===== src/design/gss_map.vh =====
// Purpose: Constants for the global status summary block.
// Assumes: One 100 MHz core clock; thermal status arrives as an input, status register 1 is latched inside from events.
// Notes: Bit positions, reset values and filter timing live here.
// Behaviour
// [RL1] Error flag set while watchdog failure counter bits 7:4 are nonzero.
// [RL2] Byte order: error, comm, reset_n, stage2, stage1, main fail, supply, failsafe.
// [RL3] Power-on reads 80h; slow supply ramp with undervoltage reads 82h.
// [RL4] Wrong clock count or standby parity failure flags communication error.
// [RL5] Watchdog failure or stuck data input sets fail-safe bit.
// [RL6] Stage two thermal bit holds until read-and-clear of thermal status.
// [RL7] Reset indicator returns inactive only on clear command to thermal status.
// [RL8] Supply fail is diagnostic; cleared by read-clear or recovery when unlocked.
// [RL9] Fail-safe cleared by watchdog trigger or clearing underlying status.
// [RL10] Undervoltage filtered 64 us after power-on reset.
// [RL11] Error flag ORs global bits 6-0, status1 10-0, status3 15,11,7-2.
// [RL12] Failures without own global bit still raise the error flag.
// [RL13] Open-load, overcurrent, regulator events latch until read-and-clear.
// [RL14] Global byte sampled at chip select fall, shifted first in frame.
`ifndef GSS_MAP_VH
`define GSS_MAP_VH
`define GSS_BIT_ERR 7
`define GSS_BIT_COMM 6
`define GSS_BIT_RSTN 5
`define GSS_BIT_TS2 4
`define GSS_BIT_TS1 3
`define GSS_BIT_MAIN 2
`define GSS_BIT_SUP 1
`define GSS_BIT_FS 0
`define GSS_RESET_BYTE 8'h80
`define GSS_NORMAL_BYTE 8'h20
`define GSS_UV_FILTER_NS 64000
`define GSS_CLK_PERIOD_NS 10
`define GSS_UV_FILTER_CYC ((`GSS_UV_FILTER_NS + `GSS_CLK_PERIOD_NS - 1) / `GSS_CLK_PERIOD_NS)
`define GSS_SR1_LATCH_MASK 16'hFB7F
`define GSS_SR1_UV_BIT 10
`define GSS_SR1_OV_BIT 7
`define GSS_SR1_TOP_BIT 15
`endif


===== src/design/gss_global_status.v =====
// Purpose: Global status byte and error flag of a power management device.
// Assumes: Event inputs are one-cycle pulses or levels synchronous to the clock.
// Notes: Serial frame decoding is outside; this block gets decoded strobes.
`timescale 1ns/1ps
`include "gss_map.vh"
module gss_global_status #(
	parameter UV_FILTER_CYC = `GSS_UV_FILTER_CYC
) (
	// Clock, reset, enable.
	input wire core_clk_in,
	input wire rst_in,
	input wire clk_en_in,
	// Frame side strobes.
	input wire chip_select_low_active_in,
	input wire frame_len_err_in,
	input wire parity_err_in,
	input wire serial_data_input_stuck_in,
	input wire rd_clr_sr1_in,
	input wire rd_clr_sr3_in,
	input wire clear_command_sr3_in,
	input wire wd_trigger_ok_in,
	// Condition inputs.
	input wire supply_undervoltage_in,
	input wire supply_overvoltage_in,
	input wire lockout_en_in,
	input wire thermal_stage_one_in,
	input wire thermal_stage_two_in,
	input wire main_reg_fail_in,
	input wire watchdog_failure_counter_event_in,
	input wire [14:0] sr1_events_in,
	input wire [15:0] thermal_watchdog_status_in,
	input wire other_fail_in,
	// Results.
	output reg [7:0] global_status_byte_out,
	output reg [7:0] frame_status_out,
	output reg [15:0] diag_outputs_supply_out
);
	// Last count before the undervoltage filter opens.
	localparam integer UV_LAST_I = UV_FILTER_CYC - 1;
	// The filter counter is 17 bits wide; the limit is cut to match.
	localparam [16:0] UV_LAST = UV_LAST_I[16:0];
	// Status bits that latch plain event inputs; supply bits come apart.
	localparam [15:0] LATCH_MASK = `GSS_SR1_LATCH_MASK;

	// Global byte state and its next value.
	reg [7:0] gsb_q;
	reg [7:0] gsb_d;

	// Snapshot of the byte taken for the next frame.
	reg [7:0] frame_d;

	// Undervoltage filter after reset.
	reg [16:0] uv_cnt_q;
	reg [16:0] uv_cnt_d;
	reg uv_armed_q;
	reg uv_armed_d;

	// Remembers that fail-safe came from a watchdog failure.
	reg wd_fs_q;
	reg wd_fs_d;

	// Previous select level, for the start-of-frame edge.
	reg cs_q;

	// Status register 1 image, one flip-flop per bit in the loop below.
	wire [15:0] sr1_q;
	wire [15:0] sr1_d;

	// Decoded conditions.
	wire sel_rise;
	wire uv_seen;
	wire sup_bad;
	wire wd_cnt_nz;
	wire sr3_err;

	// Undervoltage is ignored until the filter has run out.
	assign uv_seen = supply_undervoltage_in & uv_armed_q; // [RL10]
	assign sup_bad = uv_seen | supply_overvoltage_in;

	// A frame starts when select goes active.
	assign sel_rise = chip_select_low_active_in & ~cs_q;

	// Any nonzero watchdog failure count is an error on its own.
	assign wd_cnt_nz = thermal_watchdog_status_in[7:4] != 4'h0; // [RL1]

	// Thermal and watchdog status bits that feed the error flag.
	assign sr3_err = thermal_watchdog_status_in[15]
		| thermal_watchdog_status_in[11]
		| (|thermal_watchdog_status_in[7:2]); // [RL11]

	// Filter counter steps once per enabled cycle until it arms.
	always @* begin
		uv_cnt_d = uv_cnt_q;
		uv_armed_d = uv_armed_q;
		if (!uv_armed_q) begin
			if (uv_cnt_q >= UV_LAST)
				uv_armed_d = 1'b1; // [RL10]
			else
				uv_cnt_d = uv_cnt_q + 17'h00001;
		end
	end

	// Watchdog cause flag: a failure in the same cycle as a trigger wins.
	always @* begin
		wd_fs_d = wd_fs_q;
		if (wd_trigger_ok_in)
			wd_fs_d = 1'b0;
		if (watchdog_failure_counter_event_in)
			wd_fs_d = 1'b1;
	end

	// Snapshot at select rise keeps the first byte stable in-frame.
	always @* begin
		frame_d = frame_status_out;
		if (sel_rise)
			frame_d = gsb_q; // [RL14]
	end

	// One latch per status bit; a set beats a read-and-clear.
	genvar i;
	generate
		for (i = 0; i < 16; i = i + 1) begin : g_sr1
			reg bit_q;
			wire ev;
			wire auto_clr;
			if (i == `GSS_SR1_UV_BIT) begin : g_uv
				// Follows the filtered supply when lockout is off.
				assign ev = uv_seen;
				assign auto_clr = ~lockout_en_in & ~uv_seen; // [RL8]
			end else if (i == `GSS_SR1_OV_BIT) begin : g_ov
				assign ev = supply_overvoltage_in;
				assign auto_clr = ~lockout_en_in & ~supply_overvoltage_in;
			end else if (i == `GSS_SR1_TOP_BIT) begin : g_top
				// No event input reaches the top bit; it stays low.
				assign ev = 1'b0;
				assign auto_clr = 1'b0;
			end else begin : g_ev
				assign ev = sr1_events_in[i] & LATCH_MASK[i]; // [RL13]
				assign auto_clr = 1'b0;
			end
			assign sr1_d[i] = ev | (bit_q & ~rd_clr_sr1_in & ~auto_clr);
			assign sr1_q[i] = bit_q;
			// Enable low holds the bit like every other flip-flop.
			always @(posedge core_clk_in or posedge rst_in) begin
				if (rst_in)
					bit_q <= 1'b0;
				else if (clk_en_in)
					bit_q <= sr1_d[i]; // [RL13]
			end
		end
	endgenerate

	// Next state of the global byte: sets win over clears in one cycle.
	always @* begin
		gsb_d = gsb_q;
		// Communication error is dropped when the next frame begins.
		if (sel_rise)
			gsb_d[`GSS_BIT_COMM] = 1'b0;
		if (clear_command_sr3_in)
			gsb_d[`GSS_BIT_RSTN] = 1'b1; // [RL7]
		if (rd_clr_sr3_in) begin
			gsb_d[`GSS_BIT_TS2] = 1'b0; // [RL6]
			gsb_d[`GSS_BIT_TS1] = 1'b0;
			gsb_d[`GSS_BIT_MAIN] = 1'b0;
		end
		if (rd_clr_sr1_in || (!lockout_en_in && !sup_bad))
			gsb_d[`GSS_BIT_SUP] = 1'b0; // [RL8]
		if ((wd_trigger_ok_in && wd_fs_q) || rd_clr_sr3_in)
			gsb_d[`GSS_BIT_FS] = 1'b0; // [RL9]
		if (frame_len_err_in || parity_err_in) begin
			gsb_d[`GSS_BIT_COMM] = 1'b1; // [RL4]
			gsb_d[`GSS_BIT_RSTN] = 1'b0;
		end
		if (thermal_stage_two_in) begin
			gsb_d[`GSS_BIT_TS2] = 1'b1;
			gsb_d[`GSS_BIT_FS] = 1'b1;
		end
		if (thermal_stage_one_in || thermal_stage_two_in)
			gsb_d[`GSS_BIT_TS1] = 1'b1;
		if (main_reg_fail_in)
			gsb_d[`GSS_BIT_MAIN] = 1'b1;
		if (sup_bad)
			gsb_d[`GSS_BIT_SUP] = 1'b1; // [RL3]
		if (watchdog_failure_counter_event_in || serial_data_input_stuck_in)
			gsb_d[`GSS_BIT_FS] = 1'b1; // [RL5]
		// The reset indicator is active low, so its low level counts.
		// The flag is an OR of the settled bits, so it clears itself.
		gsb_d[`GSS_BIT_ERR] = gsb_d[`GSS_BIT_COMM]
			| ~gsb_d[`GSS_BIT_RSTN]
			| (|gsb_d[4:0])
			| (|sr1_d[10:0])
			| sr3_err
			| wd_cnt_nz // [RL1]
			| other_fail_in; // [RL11] [RL12] [RL2]
	end

	// Reset value 80h: error high, reset indicator active low.
	// The reset branch loads constants only.
	always @(posedge core_clk_in or posedge rst_in) begin
		if (rst_in) begin
			gsb_q <= `GSS_RESET_BYTE; // [RL3]
			uv_cnt_q <= 17'h00000;
			uv_armed_q <= 1'b0;
			wd_fs_q <= 1'b0;
			cs_q <= 1'b0;
			global_status_byte_out <= `GSS_RESET_BYTE;
			frame_status_out <= `GSS_RESET_BYTE;
			diag_outputs_supply_out <= 16'h0000;
		end else if (clk_en_in) begin
			gsb_q <= gsb_d;
			uv_cnt_q <= uv_cnt_d;
			uv_armed_q <= uv_armed_d;
			wd_fs_q <= wd_fs_d;
			cs_q <= chip_select_low_active_in;
			// Outputs show the next state so they match the inner image.
			global_status_byte_out <= gsb_d;
			diag_outputs_supply_out <= sr1_d;
			frame_status_out <= frame_d;
		end
	end
endmodule


===== config.mk =====
export PLATFORM = sky130hd
export DESIGN_NAME = gss_global_status
export DESIGN_NICKNAME = d
export VERILOG_FILES = /design/src/design/gss_global_status.v
export VERILOG_INCLUDE_DIRS = /design/src /design/src/design
export SDC_FILE = /design/constraint.sdc
export NUM_CORES = 1
export LEC_CHECK = 0
export BUFFER_PORTS_ARGS = -buffer_cell sky130_fd_sc_hd__clkbuf_2
export CAP_MARGIN = 20
export CORE_ASPECT_RATIO = 1.5
export CORE_MARGIN = 5
export CORE_UTILIZATION = 35
export CTS_CLUSTER_DIAMETER = 50
export DETAILED_ROUTE_END_ITERATION = 10
export SYNTH_ARGS = -nofsm -noshare
export SYNTH_HDL_FRONTEND = slang
export SYNTH_SLANG_ARGS = --single-unit

===== constraint.sdc =====
create_clock -name core_clk_in -period 3.2 [get_ports core_clk_in]
set_input_delay 0.64 -clock core_clk_in [delete_from_list [all_inputs] [get_ports core_clk_in]]
set_output_delay 0.64 -clock core_clk_in [all_outputs]
set_load 0.02 [all_outputs]

==> impl_results.md <==
* Util after Layout at between 40 and 50%
* Die width at around 76 um
* # H-tree levels at 2
* Sequential share of power at approximately 52%
* Synth warn at 0
* Post CTS Setup Buffer Count at 0
* CTS tree: built
* Layout Nets at 293
* Critical path class: input pin to flop
* Worst Tran Pin Value at approximately 0.63 ns
* Worst skew pair latency at slightly above 0.3 ns
* Dpl cell area at roughly 2600 sq um
* Sw Pwr at about 0.48 mW
* Total chip power at between 1.5 and 2 mW
* Syn Nets at 238
* Synth-to-Final Area Change at 18.70%
* Rows at 36
* Vias in the first global route at ~1600
* Slew Limit Headroom at between 50 and 60%
* Post-route clock period utilization at between 60% and 70%
* Max-slew violations at 0
* Min-Delay Path Class: input pin to asynchronous set/reset pin
* Max Fclk at 0.4898 GHz
* Register area at 1304 sq um
* ANT nets after route at 0
* Top_reg_cell synth: dfrtp_1
* Placed cells at around 310
* Post-Route Setup TNS at 0 ns
* DP Wirelength at between 3000 and 4000 um
* Worst Path Max Fanout at 4
* Seq cells post-synth at between 50 and 60
* Grt total ovfl at 0
* RSZ-0062 raised after global routing: no
* Fillcell total at 631
* I/O Buffers at 71
* Worst EP arrival at around 2.3 ns
* Worst Setup End Kind: flop
* Leak at 1.306 nW
* I/O pin cnt at slightly above 80
* Pwr per Cell Area at roughly 590 nW/um^2
* First-pass GRT wire length at ~8300 um
* Fin Hold WS at about 0.39 ns
* Initial core utilization at between 30% and 40%
* Area of the multi-input gates at between 800 and 900 sq um
* Share of layout cells above drive strength 1 at ~42%
* Worst Path Required at ~3.5 ns
* CTS Sinks at 52
* Final setup viols at 0
* Core Box Area at 6441 sq um
* # DRC at 0
* Post-Syn Area at 2282 sq um
* Total track usage at between 10 and 15%
* Longest Clk Path Bufs at 2
* Num CTS Buffers at 5
* ANT cells at 0
* Initial antenna violation count at 0
* Largest net degree at the start of global routing at 31
* CP startpoint kind: input pin
* Max Cap Viol at 0
* Clock slew at the register clock pins of the worst setup and hold paths at roughly 0.10 ns
* Post-synth cell types at between 40 and 50
* Switch share at 30.00%
* Final Hold Fails at 0
* Drt first pass iters at 3
* Post-synth EDFFs at 0
* Fin area at around 2700 sq um
* WL final at approximately 5100 um
* Logic pwr share at 19.9%
* Post_cts resized at 0
* Cts hold-fix bufs at 0
* Worst vdd ir at around 0.29 mV
* Fin crit period at 2.042 ns
* Non-filler cells, final at 319
* Final setup margin at roughly 1.2 ns
* CTS root buffer: clkbuf_8
* Dpl ws at a little over 0.8 ns
* Sequential fraction of the synthesis area at 57.13%
* GPL Wtd Cong at 0.7878
* Die H at about 110 um
* Die area at roughly 8300 sq um
* Ys async rst share at 100.0%
* Post-DR vias/cell at just over 5
* Post-Syn Area per Cell at 12.20 sq um
* Via count at between 1500 and 2000
* Worst clock skew at between 0.008 and 0.009 ns
* Internal at about 1.1 mW
* Wire length per cell at between 15 and 20 um
* Drt first-iter violations at between 40 and 50
* Cells after Synth at ~190
* Status: finished clean
* Clock power share at between 20% and 30%
synth_stat cells (2+ instances only):
cell type / number / share of area, %
dfrtp_1: 50 / 55
a22o_1: 17 / 6.5
buf_4: 16 / 5.3
nand2_1: 11 / 1.8
clkbuf_1: 9 / 1.5
mux2_2: 9 / 4.4
xnor2_1: 6 / 2.3
nor2_1: 5 / 0.82
xor2_1: 5 / 1.9
nor4_1: 4 / 1.1
and3_1: 3 / 0.82
and4_1: 3 / 1.2
inv_1: 3 / 0.49
nand2b_1: 3 / 0.82
nand3_1: 3 / 0.66
nor3_1: 3 / 0.66
nor4_2: 3 / 1.6
o21ai_0: 3 / 0.66
a211oi_1: 2 / 0.66
a21o_1: 2 / 0.66
a21oi_1: 2 / 0.44
dfstp_2: 2 / 2.3
nand4_1: 2 / 0.55
nor2b_1: 2 / 0.55
flip-flops by register name, summed over array words and instances (netlist names):
| signal | count |
|---|---|
| uv_armed_q | 1 |
| frame_status_out | 8 |
| global_status_byte_out | 8 |
| diag_outputs_supply_out | 15 |
| g_sr1.bit_q | 1 |
| cs_q | 1 |
| wd_fs_q | 1 |
| uv_cnt_q | 17 |
power by group through the flow:
stage	logic [mW]	registers, mW	clock network [mW]
6_report	0.320	0.829	0.458
5_1_grt	0.354	0.842	0.497
4_1_cts	0.329	0.831	0.475
3_5_place_dp	0.327	0.842	0
3_3_place_gp	0.324	0.840	0
2_1_floorplan	0.204	0.862	0
critical path, cell delays in order:
cell and delay [ns]:
clkbuf_2 0.15, nor4_2 0.33, nand4_1 0.16, a2111o_1 0.31, or4_1 0.53, o22a_1 0.17
placed cells by master, fill, tap and decap left out, types with 2 or more instances in the layout:
cell type	Yosys	final
clkbuf_2	0	71
dfrtp_1	50	50
a22o_1	17	17
nand2_1	11	11
mux2_2	9	9
xnor2_1	6	6
nor2_1	5	5
xor2_1	5	5
clkbuf_8	0	5
nor4_1	4	4
o21ai_0	3	3
nor3_1	3	3
nand2b_1	3	3
nor4_2	3	3
nand3_1	3	3
and4_1	3	3
and3_1	3	3
inv_1	3	2
a211oi_1	2	2
a21o_1	2	2
nand4_1	2	2
a21oi_1	2	2
nor2b_1	2	2
dfstp_2	2	2
buf_4	16	2
cell type report:
| cell class | instances | area share, % |
|---|---|---|
| clock buffers | 5 | 2.540 |
| inverters | 3 | 0.4157 |
| repair buffers | 73 | 13.67 |
| flip-flops and latches | 52 | 48.13 |
| well taps | 76 | 3.510 |
| clock inverters | 3 | 1.709 |
| multi-input cells | 107 | 30.02 |
worst paths after layout:
check,from,end,slack (ns),cells after the start
worst min-delay path,rst_in,frame_status_out[3]$_DFFE_PP0P_,0.39,2
min in group core_clk_in,uv_cnt_q[16]$_DFFE_PP0P_,uv_cnt_q[16]$_DFFE_PP0P_,0.39,0
worst max-delay path,thermal_stage_two_in,global_status_byte_out[7]$_DFFE_PP1P_,1.16,6
worst min register to register,uv_cnt_q[16]$_DFFE_PP0P_,uv_cnt_q[16]$_DFFE_PP0P_,0.39,0
worst max register to register,uv_cnt_q[15]$_DFFE_PP0P_,uv_cnt_q[7]$_DFFE_PP0P_,1.21,5
max in group asynchronous,rst_in,frame_status_out[7]$_DFFE_PP1P_,2.02,3
layer usage:
layer / GRT usage, % / up-vias / share of wire (%)
met3: 4.298 / 6 / 7.4
met1: 15.27 / 796 / 41
met4: 4.962 / 0 / 1.6
met2: 21.02 / 48 / 50
met5: 0 / - / 0
li1: - / 773 / -
logic make-up (layout without fill, tap and decap cells):
kind of cell             Yosys count  in the layout  synth area share [%]
adder cells (fa/ha/maj)            1              1                0.5482
AND/OR/NAND/NOR                   49             49                 13.32
flip-flops                        52             52                 57.13
buffers and inverters             28             84                 7.237
XOR/XNOR                          11             11                 4.221
multiplexers                      10             10                 4.934
AO/OA/AOI/OAI                     36             36                 12.61
No activity file was read; power rests on OpenSTA's default activity.
